[src/hw/bce_pkg.sv]
// Shared constants, types and helpers of the branch, call and compare execution block.
package bce_pkg;

  localparam int XLEN = 32;
  localparam int RIDX_W = 5;
  localparam int NREGS = 32;
  localparam int OP_W = 6;
  localparam int ADDR_W = 8;
  localparam int STRB_W = 4;

  // Instruction field positions.
  localparam int F_A_LSB = 27;
  localparam int F_B_LSB = 22;
  localparam int F_C_LSB = 17;
  localparam int F_OPX_LSB = 11;
  localparam int F_IMM_LSB = 6;
  localparam int F_OP_LSB = 0;
  localparam int HALF_IMM_W = 16;
  localparam int JMP_IMM_W = 26;
  localparam int PC_REGION_LSB = 28;

  // Primary and extended opcodes.
  localparam logic [OP_W-1:0] OP_RTYPE = 6'h3a;
  localparam logic [OP_W-1:0] OP_BNE = 6'h1e;
  localparam logic [OP_W-1:0] OP_RELJMP = 6'h06;
  localparam logic [OP_W-1:0] OP_CALL = 6'h00;
  localparam logic [OP_W-1:0] OPX_BREAK = 6'h34;
  localparam logic [OP_W-1:0] OPX_BRET = 6'h09;
  localparam logic [OP_W-1:0] OPX_CALLR = 6'h1d;
  localparam logic [OP_W-1:0] OPX_CMPEQ = 6'h20;
  localparam logic [OP_W-1:0] OPX_CMPGE = 6'h08;

  localparam logic [RIDX_W-1:0] ZERO_IDX = 5'h00;
  localparam logic [RIDX_W-1:0] BA_IDX = 5'h1e;
  localparam logic [RIDX_W-1:0] RETADDR_IDX = 5'h1f;

  localparam logic [XLEN-1:0] INSTR_STEP = 32'h0000_0004;
  localparam logic [1:0] WORD_ALIGN = 2'h0;
  localparam logic [XLEN-1:0] PC_RST = 32'h0000_0000;

  // Register map, byte addresses.
  localparam logic [ADDR_W-1:0] OFF_INSTR = 8'h00;
  localparam logic [ADDR_W-1:0] OFF_PC = 8'h04;
  localparam logic [ADDR_W-1:0] OFF_STATUS = 8'h08;
  localparam logic [ADDR_W-1:0] OFF_BSTATUS = 8'h0c;
  localparam logic [ADDR_W-1:0] OFF_EXEC = 8'h10;
  localparam int GPR_SEL_BIT = 7;

  // Status layout.
  localparam int STATUS_W = 2;
  localparam int ST_IRQ_EN = 0;
  localparam int ST_U = 1;
  localparam logic [STATUS_W-1:0] STATUS_RST = 2'h0;

  // Execution status layout.
  localparam int EX_UNSUP = 0;
  localparam int EX_TAKEN = 1;
  localparam int EX_CNT_LSB = 8;
  localparam int EX_CNT_W = 8;

  typedef enum logic [3:0] {
    BCE_NONE = 4'h0,
    BCE_BNE = 4'h1,
    BCE_RELJMP = 4'h2,
    BCE_BREAK = 4'h3,
    BCE_BRET = 4'h4,
    BCE_CALL = 4'h5,
    BCE_CALLR = 4'h6,
    BCE_CMPEQ = 4'h7,
    BCE_CMPEQI = 4'h8,
    BCE_CMPGE = 4'h9,
    BCE_CMPGEI = 4'ha
  } bce_op_t;

  function automatic logic [XLEN-1:0] bce_sext16(input logic [HALF_IMM_W-1:0] imm);
    return {{(XLEN-HALF_IMM_W){imm[HALF_IMM_W-1]}}, imm};
  endfunction

  function automatic logic [XLEN-1:0] bce_rel_target(input logic [XLEN-1:0] pc, input logic [HALF_IMM_W-1:0] imm);
    return pc + INSTR_STEP + bce_sext16(imm);
  endfunction

endpackage

[src/hw/bce_dec_if.sv]
// Decoded instruction fields passed from the decoder to the execution logic.
`timescale 1ns/100ps
`default_nettype none
interface bce_dec_if;
  import bce_pkg::*;
  logic [XLEN-1:0] instr;
  bce_op_t op;
  logic [RIDX_W-1:0] idx_a;
  logic [RIDX_W-1:0] idx_b;
  logic [RIDX_W-1:0] idx_c;
  logic [HALF_IMM_W-1:0] half_imm;
  logic [JMP_IMM_W-1:0] jmp_imm;
  modport dec (input instr, output op, output idx_a, output idx_b, output idx_c, output half_imm, output jmp_imm);
  modport exe (output instr, input op, input idx_a, input idx_b, input idx_c, input half_imm, input jmp_imm);
endinterface
`default_nettype wire

[src/hw/bce_decoder.sv]
// Instruction decoder for the branch, call and compare subset.
`timescale 1ns/100ps
`default_nettype none
module bce_decoder import bce_pkg::*; #(
  parameter logic [OP_W-1:0] OP_CMPEQI_CODE = 6'h20,
  parameter logic [OP_W-1:0] OP_CMPGEI_CODE = 6'h08
) (
  bce_dec_if.dec d
);
  logic [OP_W-1:0] opc;
  logic [OP_W-1:0] opx;

  assign opc = d.instr[F_OP_LSB +: OP_W];
  assign opx = d.instr[F_OPX_LSB +: OP_W];
  assign d.idx_a = d.instr[F_A_LSB +: RIDX_W]; // see RULE16 see RULE17
  assign d.idx_b = d.instr[F_B_LSB +: RIDX_W]; // see RULE16 see RULE17
  assign d.idx_c = d.instr[F_C_LSB +: RIDX_W];
  assign d.half_imm = d.instr[F_IMM_LSB +: HALF_IMM_W]; // see RULE17
  assign d.jmp_imm = d.instr[F_IMM_LSB +: JMP_IMM_W];

  // The 5-bit debugger tag field is never looked at, so any tag decodes the same trap.
  always_comb begin
    d.op = BCE_NONE;
    if (opc == OP_RTYPE) begin
      case (opx)
        OPX_BREAK: d.op = BCE_BREAK; // see RULE4 see RULE6
        OPX_BRET: d.op = BCE_BRET; // see RULE8
        OPX_CALLR: d.op = BCE_CALLR; // see RULE11
        OPX_CMPEQ: d.op = BCE_CMPEQ; // see RULE12
        OPX_CMPGE: d.op = BCE_CMPGE; // see RULE14
        default: d.op = BCE_NONE;
      endcase
    end else if (opc == OP_BNE) begin
      d.op = BCE_BNE; // see RULE1
    end else if (opc == OP_RELJMP) begin
      d.op = BCE_RELJMP; // see RULE3
    end else if (opc == OP_CALL) begin
      d.op = BCE_CALL; // see RULE9
    end else if (opc == OP_CMPEQI_CODE) begin
      d.op = BCE_CMPEQI; // see RULE13
    end else if (opc == OP_CMPGEI_CODE) begin
      d.op = BCE_CMPGEI; // see RULE15
    end
  end
endmodule
`default_nettype wire

[src/hw/bce_compare.sv]
// Equality and two's complement greater-or-equal comparator.
`timescale 1ns/100ps
`default_nettype none
module bce_compare #(
  parameter int W = 32
) (
  input wire logic [W-1:0] a_i,
  input wire logic [W-1:0] b_i,
  output logic eq_o,
  output logic sge_o
);
  assign eq_o = (a_i == b_i);
  assign sge_o = ($signed(a_i) >= $signed(b_i)); // see RULE14 see RULE15
endmodule
`default_nettype wire

[src/hw/bce_exec_top.sv]
// APB-reached execution unit for branches, calls, debug trap and compares.
//
// How it works
// RULE1 - Not-equal branch taken when sources differ.
// RULE2 - Offset is signed bytes from next instruction.
// RULE3 - Unconditional branch always jumps relative.
// RULE4 - Trap saves status and next address.
// RULE5 - Trap clears interrupt enable, user, jumps handler.
// RULE6 - Trap ignores its debugger tag field.
// RULE7 - Handler address is a build-time constant.
// RULE8 - Breakpoint return restores status, jumps saved address.
// RULE9 - Direct call links and jumps within region.
// RULE10 - Direct call reaches only current 256 MB region.
// RULE11 - Indirect call links and jumps to register.
// RULE12 - Register equality compare writes one or zero.
// RULE13 - Immediate equality compare uses sign-extended immediate.
// RULE14 - Register signed greater-or-equal compare.
// RULE15 - Immediate signed greater-or-equal compare.
// RULE16 - Register fields select operands and destination.
// RULE17 - Field placement of indices, immediate, opcode.
`timescale 1ns/100ps
`default_nettype none
module bce_exec_top import bce_pkg::*; #(
  parameter logic [XLEN-1:0] BREAK_HANDLER_ADDR = 32'h0000_0020,
  parameter logic [OP_W-1:0] OP_CMPEQI_CODE = 6'h20,
  parameter logic [OP_W-1:0] OP_CMPGEI_CODE = 6'h08
) (
  input wire logic clk_i,
  input wire logic srst_i,
  input wire logic psel_i,
  input wire logic penable_i,
  input wire logic pwrite_i,
  input wire logic [ADDR_W-1:0] paddr_i,
  input wire logic [XLEN-1:0] pwdata_i,
  input wire logic [STRB_W-1:0] pstrb_i,
  output logic [XLEN-1:0] prdata_o,
  output logic pready_o,
  output logic pslverr_o
);

  bce_dec_if dec ();

  logic [XLEN-1:0] gpr_r [NREGS];
  logic [XLEN-1:0] pc_r;
  logic [XLEN-1:0] pc_nxt;
  logic [XLEN-1:0] instr_r;
  logic [STATUS_W-1:0] status_r;
  logic [STATUS_W-1:0] status_nxt;
  logic [STATUS_W-1:0] bstatus_r;
  logic [STATUS_W-1:0] bstatus_nxt;
  logic go_r;
  logic unsup_r;
  logic taken_r;
  logic [EX_CNT_W-1:0] exec_cnt_r;

  logic [XLEN-1:0] prdata_r;
  logic pready_r;
  logic pslverr_r;

  logic apb_access;
  logic apb_capture;
  logic apb_fire;
  logic wr_fire;
  logic addr_ok;
  logic addr_gpr;
  logic [RIDX_W-1:0] addr_gpr_idx;
  logic [XLEN-1:0] rd_mux;

  logic [XLEN-1:0] rd_a;
  logic [XLEN-1:0] rd_b;
  logic [XLEN-1:0] cmp_b;
  logic cmp_eq;
  logic cmp_sge;
  logic [XLEN-1:0] seq_pc;
  logic res_we;
  logic [RIDX_W-1:0] res_idx;
  logic [XLEN-1:0] res_data;
  logic res_taken;
  logic res_unsup;

  // Register zero always reads as zero, so a destination of zero discards the result.
  function automatic logic [XLEN-1:0] gpr_read(input logic [RIDX_W-1:0] idx);
    logic [XLEN-1:0] v;
    v = '0;
    if (idx != ZERO_IDX) begin
      v = gpr_r[idx];
    end
    return v;
  endfunction

  function automatic logic [XLEN-1:0] merge_strb(input logic [XLEN-1:0] old_v, input logic [XLEN-1:0] new_v,
                                                 input logic [STRB_W-1:0] strb);
    logic [XLEN-1:0] v;
    v = old_v;
    for (int i = 0; i < STRB_W; i++) begin
      if (strb[i]) begin
        v[i*8 +: 8] = new_v[i*8 +: 8];
      end
    end
    return v;
  endfunction

  function automatic logic [XLEN-1:0] flag_word(input logic f);
    return {{(XLEN-1){1'b0}}, f};
  endfunction

  bce_decoder #(
    .OP_CMPEQI_CODE(OP_CMPEQI_CODE),
    .OP_CMPGEI_CODE(OP_CMPGEI_CODE)
  ) u_dec (
    .d(dec.dec)
  );

  assign dec.instr = instr_r;

  always_comb rd_a = gpr_read(dec.idx_a); // see RULE16
  always_comb rd_b = gpr_read(dec.idx_b); // see RULE16

  // Immediate compares take the sign-extended immediate in place of the second register.
  always_comb begin
    cmp_b = rd_b;
    if (dec.op == BCE_CMPEQI || dec.op == BCE_CMPGEI) begin
      cmp_b = bce_sext16(dec.half_imm); // see RULE13 see RULE15
    end
  end

  bce_compare #(
    .W(XLEN)
  ) u_cmp (
    .a_i(rd_a),
    .b_i(cmp_b),
    .eq_o(cmp_eq),
    .sge_o(cmp_sge)
  );

  assign seq_pc = pc_r + INSTR_STEP;

  // One instruction executes in the cycle after its word is written.
  always_comb begin
    pc_nxt = pc_r;
    status_nxt = status_r;
    bstatus_nxt = bstatus_r;
    res_we = 1'b0;
    res_idx = ZERO_IDX;
    res_data = '0;
    res_taken = 1'b0;
    res_unsup = 1'b0;
    if (go_r) begin
      pc_nxt = seq_pc;
      case (dec.op)
        BCE_BNE: begin
          if (!cmp_eq) begin
            pc_nxt = bce_rel_target(pc_r, dec.half_imm); // see RULE1 see RULE2
            res_taken = 1'b1;
          end
        end
        BCE_RELJMP: begin
          pc_nxt = bce_rel_target(pc_r, dec.half_imm); // see RULE3 see RULE2
          res_taken = 1'b1;
        end
        BCE_BREAK: begin
          bstatus_nxt = status_r; // see RULE4
          res_we = 1'b1;
          res_idx = BA_IDX;
          res_data = seq_pc; // see RULE4
          status_nxt[ST_IRQ_EN] = 1'b0; // see RULE5
          status_nxt[ST_U] = 1'b0; // see RULE5
          pc_nxt = BREAK_HANDLER_ADDR; // see RULE5 see RULE7
          res_taken = 1'b1;
        end
        BCE_BRET: begin
          status_nxt = bstatus_r; // see RULE8
          pc_nxt = gpr_read(BA_IDX); // see RULE8
          res_taken = 1'b1;
        end
        BCE_CALL: begin
          res_we = 1'b1;
          res_idx = RETADDR_IDX;
          res_data = seq_pc; // see RULE9
          // The upper bits are kept, so a target outside the current region cannot be formed.
          pc_nxt = {pc_r[XLEN-1:PC_REGION_LSB], dec.jmp_imm, WORD_ALIGN}; // see RULE9 see RULE10
          res_taken = 1'b1;
        end
        BCE_CALLR: begin
          res_we = 1'b1;
          res_idx = RETADDR_IDX;
          res_data = seq_pc; // see RULE11
          pc_nxt = rd_a; // see RULE11
          res_taken = 1'b1;
        end
        BCE_CMPEQ: begin
          res_we = 1'b1;
          res_idx = dec.idx_c;
          res_data = flag_word(cmp_eq); // see RULE12
        end
        BCE_CMPEQI: begin
          res_we = 1'b1;
          res_idx = dec.idx_b; // see RULE16
          res_data = flag_word(cmp_eq); // see RULE13
        end
        BCE_CMPGE: begin
          res_we = 1'b1;
          res_idx = dec.idx_c;
          res_data = flag_word(cmp_sge); // see RULE14
        end
        BCE_CMPGEI: begin
          res_we = 1'b1;
          res_idx = dec.idx_b; // see RULE16
          res_data = flag_word(cmp_sge); // see RULE15
        end
        default: begin
          res_unsup = 1'b1;
        end
      endcase
    end
  end

  // APB address decode.
  assign addr_gpr = paddr_i[GPR_SEL_BIT];
  assign addr_gpr_idx = paddr_i[2 +: RIDX_W];

  always_comb begin
    addr_ok = 1'b0;
    rd_mux = '0;
    if (paddr_i[1:0] == WORD_ALIGN) begin
      if (addr_gpr) begin
        addr_ok = 1'b1;
        rd_mux = gpr_read(addr_gpr_idx);
      end else begin
        case (paddr_i)
          OFF_INSTR: begin
            addr_ok = 1'b1;
            rd_mux = instr_r;
          end
          OFF_PC: begin
            addr_ok = 1'b1;
            rd_mux = pc_r;
          end
          OFF_STATUS: begin
            addr_ok = 1'b1;
            rd_mux[STATUS_W-1:0] = status_r;
          end
          OFF_BSTATUS: begin
            addr_ok = 1'b1;
            rd_mux[STATUS_W-1:0] = bstatus_r;
          end
          OFF_EXEC: begin
            addr_ok = 1'b1;
            rd_mux[EX_UNSUP] = unsup_r;
            rd_mux[EX_TAKEN] = taken_r;
            rd_mux[EX_CNT_LSB +: EX_CNT_W] = exec_cnt_r;
          end
          default: begin
            addr_ok = 1'b0;
          end
        endcase
      end
    end
  end

  // Every transfer gets exactly one wait state, which also lets a just-issued instruction settle before reads.
  assign apb_access = psel_i & penable_i;
  assign apb_capture = apb_access & ~pready_r;
  assign apb_fire = apb_access & pready_r;
  assign wr_fire = apb_fire & pwrite_i & ~pslverr_r;

  always_ff @(posedge clk_i) begin
    if (srst_i) begin
      pready_r <= 1'b0;
    end else begin
      pready_r <= apb_capture;
    end
  end

  always_ff @(posedge clk_i) begin
    if (srst_i) begin
      prdata_r <= '0;
      pslverr_r <= 1'b0;
    end else if (apb_capture) begin
      prdata_r <= pwrite_i ? '0 : rd_mux;
      pslverr_r <= ~addr_ok;
    end else if (apb_fire) begin
      prdata_r <= '0;
      pslverr_r <= 1'b0;
    end
  end

  assign prdata_o = prdata_r;
  assign pready_o = pready_r;
  assign pslverr_o = pslverr_r;

  // Instruction word and the one-cycle execute request.
  always_ff @(posedge clk_i) begin
    if (srst_i) begin
      instr_r <= '0;
      go_r <= 1'b0;
    end else begin
      go_r <= 1'b0;
      if (wr_fire && !addr_gpr && paddr_i == OFF_INSTR) begin
        instr_r <= merge_strb(instr_r, pwdata_i, pstrb_i);
        go_r <= 1'b1;
      end
    end
  end

  always_ff @(posedge clk_i) begin
    if (srst_i) begin
      pc_r <= PC_RST;
    end else if (go_r) begin
      pc_r <= pc_nxt;
    end else if (wr_fire && !addr_gpr && paddr_i == OFF_PC) begin
      pc_r <= merge_strb(pc_r, pwdata_i, pstrb_i);
    end
  end

  always_ff @(posedge clk_i) begin
    if (srst_i) begin
      status_r <= STATUS_RST;
    end else if (go_r) begin
      status_r <= status_nxt;
    end else if (wr_fire && !addr_gpr && paddr_i == OFF_STATUS && pstrb_i[0]) begin
      status_r <= pwdata_i[STATUS_W-1:0];
    end
  end

  always_ff @(posedge clk_i) begin
    if (srst_i) begin
      bstatus_r <= STATUS_RST;
    end else if (go_r) begin
      bstatus_r <= bstatus_nxt;
    end else if (wr_fire && !addr_gpr && paddr_i == OFF_BSTATUS && pstrb_i[0]) begin
      bstatus_r <= pwdata_i[STATUS_W-1:0];
    end
  end

  // Execution owns the write port in its cycle; a bus write cannot complete in that same cycle.
  always_ff @(posedge clk_i) begin
    if (srst_i) begin
      for (int i = 0; i < NREGS; i++) begin
        gpr_r[i] <= '0;
      end
    end else if (res_we) begin
      gpr_r[res_idx] <= res_data;
    end else if (wr_fire && addr_gpr) begin
      gpr_r[addr_gpr_idx] <= merge_strb(gpr_r[addr_gpr_idx], pwdata_i, pstrb_i);
    end
  end

  // Unsupported flag is write-one-to-clear; a new event in the same cycle keeps it set.
  always_ff @(posedge clk_i) begin
    if (srst_i) begin
      unsup_r <= 1'b0;
    end else if (res_unsup) begin
      unsup_r <= 1'b1;
    end else if (wr_fire && !addr_gpr && paddr_i == OFF_EXEC && pstrb_i[0] && pwdata_i[EX_UNSUP]) begin
      unsup_r <= 1'b0;
    end
  end

  always_ff @(posedge clk_i) begin
    if (srst_i) begin
      taken_r <= 1'b0;
      exec_cnt_r <= '0;
    end else if (go_r) begin
      taken_r <= res_taken;
      exec_cnt_r <= exec_cnt_r + 1'b1;
    end
  end

endmodule
`default_nettype wire

[config.mk]
export PLATFORM = sky130hd
export DESIGN_NAME = bce_exec_top
export DESIGN_NICKNAME = d
export VERILOG_FILES = /design/src/hw/bce_pkg.sv /design/src/hw/bce_dec_if.sv /design/src/hw/bce_decoder.sv /design/src/hw/bce_compare.sv /design/src/hw/bce_exec_top.sv
export SDC_FILE = /design/constraint.sdc
export NUM_CORES = 2
export LEC_CHECK = 0
export BUFFER_PORTS_ARGS = -buffer_cell sky130_fd_sc_hd__buf_2
export CORE_AREA = 10 10 591 361
export DETAILED_ROUTE_END_ITERATION = 6
export DIE_AREA = 0 0 601 371
export GPL_ROUTABILITY_DRIVEN = 0
export HOLD_SLACK_MARGIN = 0.03
export PLACE_DENSITY_LB_ADDON = 0.12
export SLEW_MARGIN = 20
export SYNTH_ARGS = -nofsm -noshare
export SYNTH_HDL_FRONTEND = slang
export SYNTH_SLANG_ARGS = --single-unit
[constraint.sdc]
create_clock -name clk_i -period 14.3 [get_ports clk_i]
set_clock_uncertainty 0.05 [all_clocks]
set_input_delay 1.43 -clock clk_i [delete_from_list [all_inputs] [get_ports clk_i]]
set_output_delay 1.43 -clock clk_i [all_outputs]
set_load 0.01 [all_outputs]
======== Word level (Yosys, flattened, before mapping) ========
Memories as Yosys holds them, arrays and structs flattened. A register that Yosys moved wholly into a read port is not among the register bits.
Index checks and enable logic that the tools add are counted.
operators by class
  add/sub/neg operators ................... 3
  magnitude comparators ................... 1
  equality and inequality tests ........... 28
  multiplexer cells ....................... 85
  bitwise logic cells ..................... 8
  reduce and logical (&&, ||, !) cells .... 51
operator list
  cell                                           number
  2-to-1 mux 32 bit                              15
  one-hot mux 32 bit (6 select lines)            1
  2-to-1 mux 8 bit                               20
  one-hot mux 32 bit (3 select lines)            1
  OR reduction 32 bit                            2
  adder 32 x 3 -> 32 bit, second input constant  1
  adder 32 bit                                   1
  == test 32 bit                                 1
  greater-or-equal comparator 32 bit             1
  one-hot mux 16 bit (2 select lines)            1
  2-to-1 mux 5 bit                               5
  == test 6 bit, second input constant           4
  2-to-1 mux 1 bit                               24
  2-to-1 mux 4 bit                               6
  one-hot mux 8 bit (3 select lines)             1
  one-hot mux 4 bit (5 select lines)             1
  one-hot mux 5 bit (4 select lines)             1
  AND reduction 2 bit                            10
  == test 6 x 4 -> 1 bit, second input constant  3
  nonzero test 2 bit                             9
  == test 4 x 3 -> 1 bit, second input constant  4
  == test 8 x 4 -> 1 bit, second input constant  2
  nonzero test 5 bit                             3
  == test 4 bit, second input constant           3
  other kinds (29)                               56
word-level totals
  bits in registers ....................... 113
  bits in writable memories ............... 1024
  bits of input ports ..................... 49
  output and inout port bits .............. 34
  logic and storage cells ................. 195
  memories ................................ 1
memory list
  name   depth  width  read ports  clocked after Yosys merged registers in  write ports  RTL line            text
  gpr_r  32     32     4           1                                        32           bce_exec_top.sv:43  logic [XLEN-1:0] gpr_r [NREGS];

======== Logic depth before layout (Yosys ltp) ========
  word-level depth ........................ 17
  depth in mapped cells ................... 21
  depth with buffers taken out ............ 16

======== Modules after synthesis ========
Synthesis repeated with hierarchy kept, for this count alone.
second synthesis, totals
  cells, all modules ...................... 5924
  area, all modules ....................... 71571.1 um2
modules (own cells, without submodules)
  module        instances  cells an instance  area an instance (um2)  seq. area each (um2)
  bce_exec_top  1          5713               70017.2                 33011.7
  bce_compare   1          115                853.3                   0.0
  bce_decoder   1          96                 700.7                   0.0

======== Worst setup path after synthesis ========
No wires, ideal clock.
  path kind ............................... register -> register
  from .................................... register (tool-made name)
  to ...................................... memory gpr_r[11][0], data pin
  setup time .............................. 268 ps
  arrival time ............................ 4992 ps
  data required time ...................... 13982 ps
  path slack .............................. 8990 ps
  stages on the path, launching flop included .. 20
  path buffers ............................ 7
  period minus slack after synthesis ...... 5310 ps
  cell sequence ........................... dfxtp_1 clkbuf_1 buf_4 buf_2 buf_2 buf_2 buf_2 mux4_2 mux4_2 a22o_1 ha_1 nand3_1 nor3_1 nand3_1 a2111oi_0 nor3_1 a31o_2 a31oi_1 clkbuf_1 nor2_1
RTL lines
  what           RTL line
  end, declared  bce_exec_top.sv:43

==> metrics.md <==
| Metric | Value |
|---|---|
| Layout net count | `approximately 5300` |
| IO Count | `83` |
| Setup crit end kind | `register` |
| Count leader, synth | `nor2_1` |
| Failing checks | `design-rule violations` |
| Crit path required time | `14.71 ns` |
| Area grow syn2layout | `10.7%` |
| Warnings, synthesis | `0` |
| Clock sinks | `between 1000 and 1500` |
| Initial antenna violation count | `11` |
| Clock buffer count from CTS | `about 120` |
| Max-slew headroom | `a little over a fifth` |
| Share of layout cells above drive strength 1 | `between 20% and 30%` |
| Sequential area share after synthesis | `46.9%` |
| Worst path cell trace | `buf_4 -> buf_12 -> mux4_2 -> mux4_2 -> nand2_1 -> o31ai_1 -> a21oi_1 -> ha_1 -> nand4_1 -> nor2_1 -> nand3_1 -> a2111oi_0 -> nor3_1 -> a31o_2 -> a31oi_2 -> buf_4 -> nor2_1` |
| Unrepaired setup endpoints after global routing | `no` |
| Detailed Route WL | `about 310000 µm` |
| Via count | `approximately 53000` |
| Width of the die | `roughly 600 µm` |
| Fraction of registers with async set or reset after synthesis | `0%` |
| Met3 Resource Use GR | `under 10%` |
| CP Launch Type | `register` |
| H-tree Lvls | `3` |
| Met2 GRT Util | `a little over a third` |
| Grt met1 use | `~40%` |
| Post-CTS Setup Bufs | `0` |
| DRC Markers | `3` |
| Status | `finished, violations left` |
| Syn Std Cell Area | `a little over 70000 µm²` |
| Setup TNS | `0 ns` |
| FF+latch count, synth | `between 1000 and 1500` |
| First-pass GRT wire length | `between 400000 and 500000 µm` |
| Leakage | `between 20 and 25 nW` |
| Psw | `between 1.5 and 2 mW` |
| Final worst path period share | `about 56%` |
| Clock root cell | `clkbuf_16` |
| Number of flops mapped to enable cells by yosys | `1024` |
| Post-synthesis cell type count | `85` |
| Vias per std cell | `approximately 6.7` |
| Post-synth top cells | `nor2_1, edfxtp_1, mux4_2` |
| Mapped Cells | `5348` |
| Clock Pin Slew Worst Setup and Hold Paths | `0.07 ns` |
| Critical Path Start | `dec.instr[22]` |
| Clk_lat worst skew | `between 0.7 and 0.8 ns` |
| Pins Over Slew Limit | `0` |
| Syn Area/Cell | `13.2 µm²` |
| Detailed placement HPWL | `between 150000 and 200000 µm` |
| DRT iter0 DRCs | `about 8400` |
| R2r setup slk | `about 6.3 ns` |
| GR peak layer | `met1` |
| Fin. Hold Viols | `0` |
| Fmax | `between 100 and 150 MHz` |
| CTS Hold Bufs | `0` |
| Worst stage delay on the critical path | `~0.84 ns` |
| R2R depth | `17` |
| Worst reg2reg startpoint | `dec.instr[22]` |
| Largest net degree at the start of global routing | `approximately 110` |
| Post-synth top area cell | `edfxtp_1` |
| Clk buf depth | `3` |
| CTS tree | `yes` |
| Post-route ant nets | `0` |
| FP Rows | `approximately 130` |
| Combinational share of power | `between 7 and 8%` |
| Power Internal | `approximately 5.8 mW` |
| Ys flop type | `edfxtp_1` |
| # port buffers | `82` |
| GRT Total Usage | `26.9%` |
| TritonRoute pass-1 iters | `7` |
| Max-cap violations | `0` |
| Die H | `~370 µm` |
| Post_cts resized | `0` |
| Max FO, Critical Path | `about 70` |
| WL/cell | `between 30 and 40 µm` |
| Sequential share of power | `between 40% and 50%` |
| Final critical-path required period | `8.00 ns` |
| Die Area | `223000 µm²` |
| Initial Utilization | `a little over a third` |
| Gr ovfl total | `0` |
| CP Capture Point | `gpr_r[16][0]` |
| Reg2Reg Capture Point | `gpr_r[16][0]` |
| Power per cell area | `about 100 nW/µm²` |
| Core footprint | `between 200000 and 250000 µm²` |
| Max VDD drop | `around 0.11 mV` |
| Yosys top cell area share | `a little over two fifths` |
| Worst hold start | `status_r[1]` |
| CP max stage cell | `dfxtp_4` |
| Ranking of synthesized cells by area | `edfxtp_1, mux4_2, nor2_1, dfxtp_1, mux2i_1` |
| Final setup vio count | `0` |
| Switching Share | `between 20% and 30%` |
| Worst Path Class, Setup | `reg2reg` |
| Vias in the first global route | `~51000` |
| Crit path arrival time | `8.41 ns` |
| Mapped Nets | `around 5500` |
| Slew @ Worst Pin | `about 1.2 ns` |
| Hold_ws | `0.430 ns` |
| Worst Hold Class | `reg2reg` |
| Clock power share | `between 40% and 50%` |
worst max-delay path, delay by kind of cell, from the launching register on:
| family | cells | cell delay (ns) |
|---|---|---|
| multiplexers | 2 | 1.11 |
| flip-flops | 1 | 0.84 |
| buffers and inverters | 3 | 1.65 |
| adder cells (fa/ha/maj) | 1 | 0.41 |
| AO/OA/AOI/OAI | 5 | 1.50 |
| AND/OR/NAND/NOR | 6 | 1.82 |
through the flow:
stage	instances	setup WS, ns	power, mW	utilization (%)	cell area, µm²
floorplan	5348	8.99	4.20	-	70500
global placement	7785	6.53	4.47	36.7	74100
detailed placement	7785	6.75	4.47	36.7	74100
CTS	8004	6.75	7.70	38.6	78100
global route	8004	6.10	7.87	38.6	78100
finish	8005	6.30	7.68	38.6	78100
per-layer routing:
| metal | vias up | share of wire (%) |
|---|---|---|
| met3 | 564 | 14 |
| met4 | 8 | 3.7 |
| met5 | - | 0.048 |
| met1 | 27800 | 43 |
| li1 | 20900 | - |
| met2 | 3947 | 40 |
power groups by stage:
stage	Combinational, mW	Sequential, mW	Clock (mW)
2_1_floorplan	0.358	3.84	0
3_3_place_gp	0.597	3.87	0
3_5_place_dp	0.596	3.87	0
4_1_cts	0.598	3.80	3.30
5_1_grt	0.619	3.82	3.44
6_report	0.607	3.80	3.27
state kept, by name (all words and copies together), names as in the netlist, named ones only:
register    flops
go_r            1
gpr_r        1024
bstatus_r       2
taken_r         1
prdata_o       32
pc_r           32
pready_o        1
dec.instr      32
status_r        2
pslverr_o       1
exec_cnt_r      8
unsup_r         1
worst min-delay path by stage:
stage	endpoint	slack, ns	depth (start not counted)
after global routing	status_r[1]	0.46	2
after CTS	status_r[1]	0.43	2
after detailed placement	status_r[1]	0.42	2
final	status_r[1]	0.43	2
after global placement	prdata_o[24]	0.41	2
after floorplan	status_r[1]	0.39	2
placed cells by master, fill, tap and decap left out, drive strengths merged, types with 17 or more instances in the layout:
master,instances
o21ai,92
a22oi,50
edfxtp,1024
nand3,92
nand2,249
dfxtp,118
xnor2,31
clkinv,47
nor2,1165
clkbuf,151
o221ai,67
a21oi,182
a31oi,17
a32oi,23
mux2i,174
mux4,866
nor3,34
inv,41
o22ai,41
a211oi,37
xor2,23
buf,270
ha,65
o31ai,43
a21o,37
a222oi,19
a221o,32
nand4,25
cell families after synthesis:
group,synth area share (%)
xor gates and xnor gates,0.670
adders and majority gates,1.18
and+or+nand+nor,9.94
muxes,30.3
AOI/OAI and AO/OA,7.58
buffers and inverters,3.39
DFF,46.9
final cells by class:
class,instances,area [µm²]
tap,2730,3420
clock inverter,68,734
inverter,37,148
antenna,1,2.50
timing repair buffer,270,1950
fill,19000,124000
multi-input combinational,3606,35500
clock buffer,151,3210
sequential,1142,33100
(Power assumes the default switching activity.)
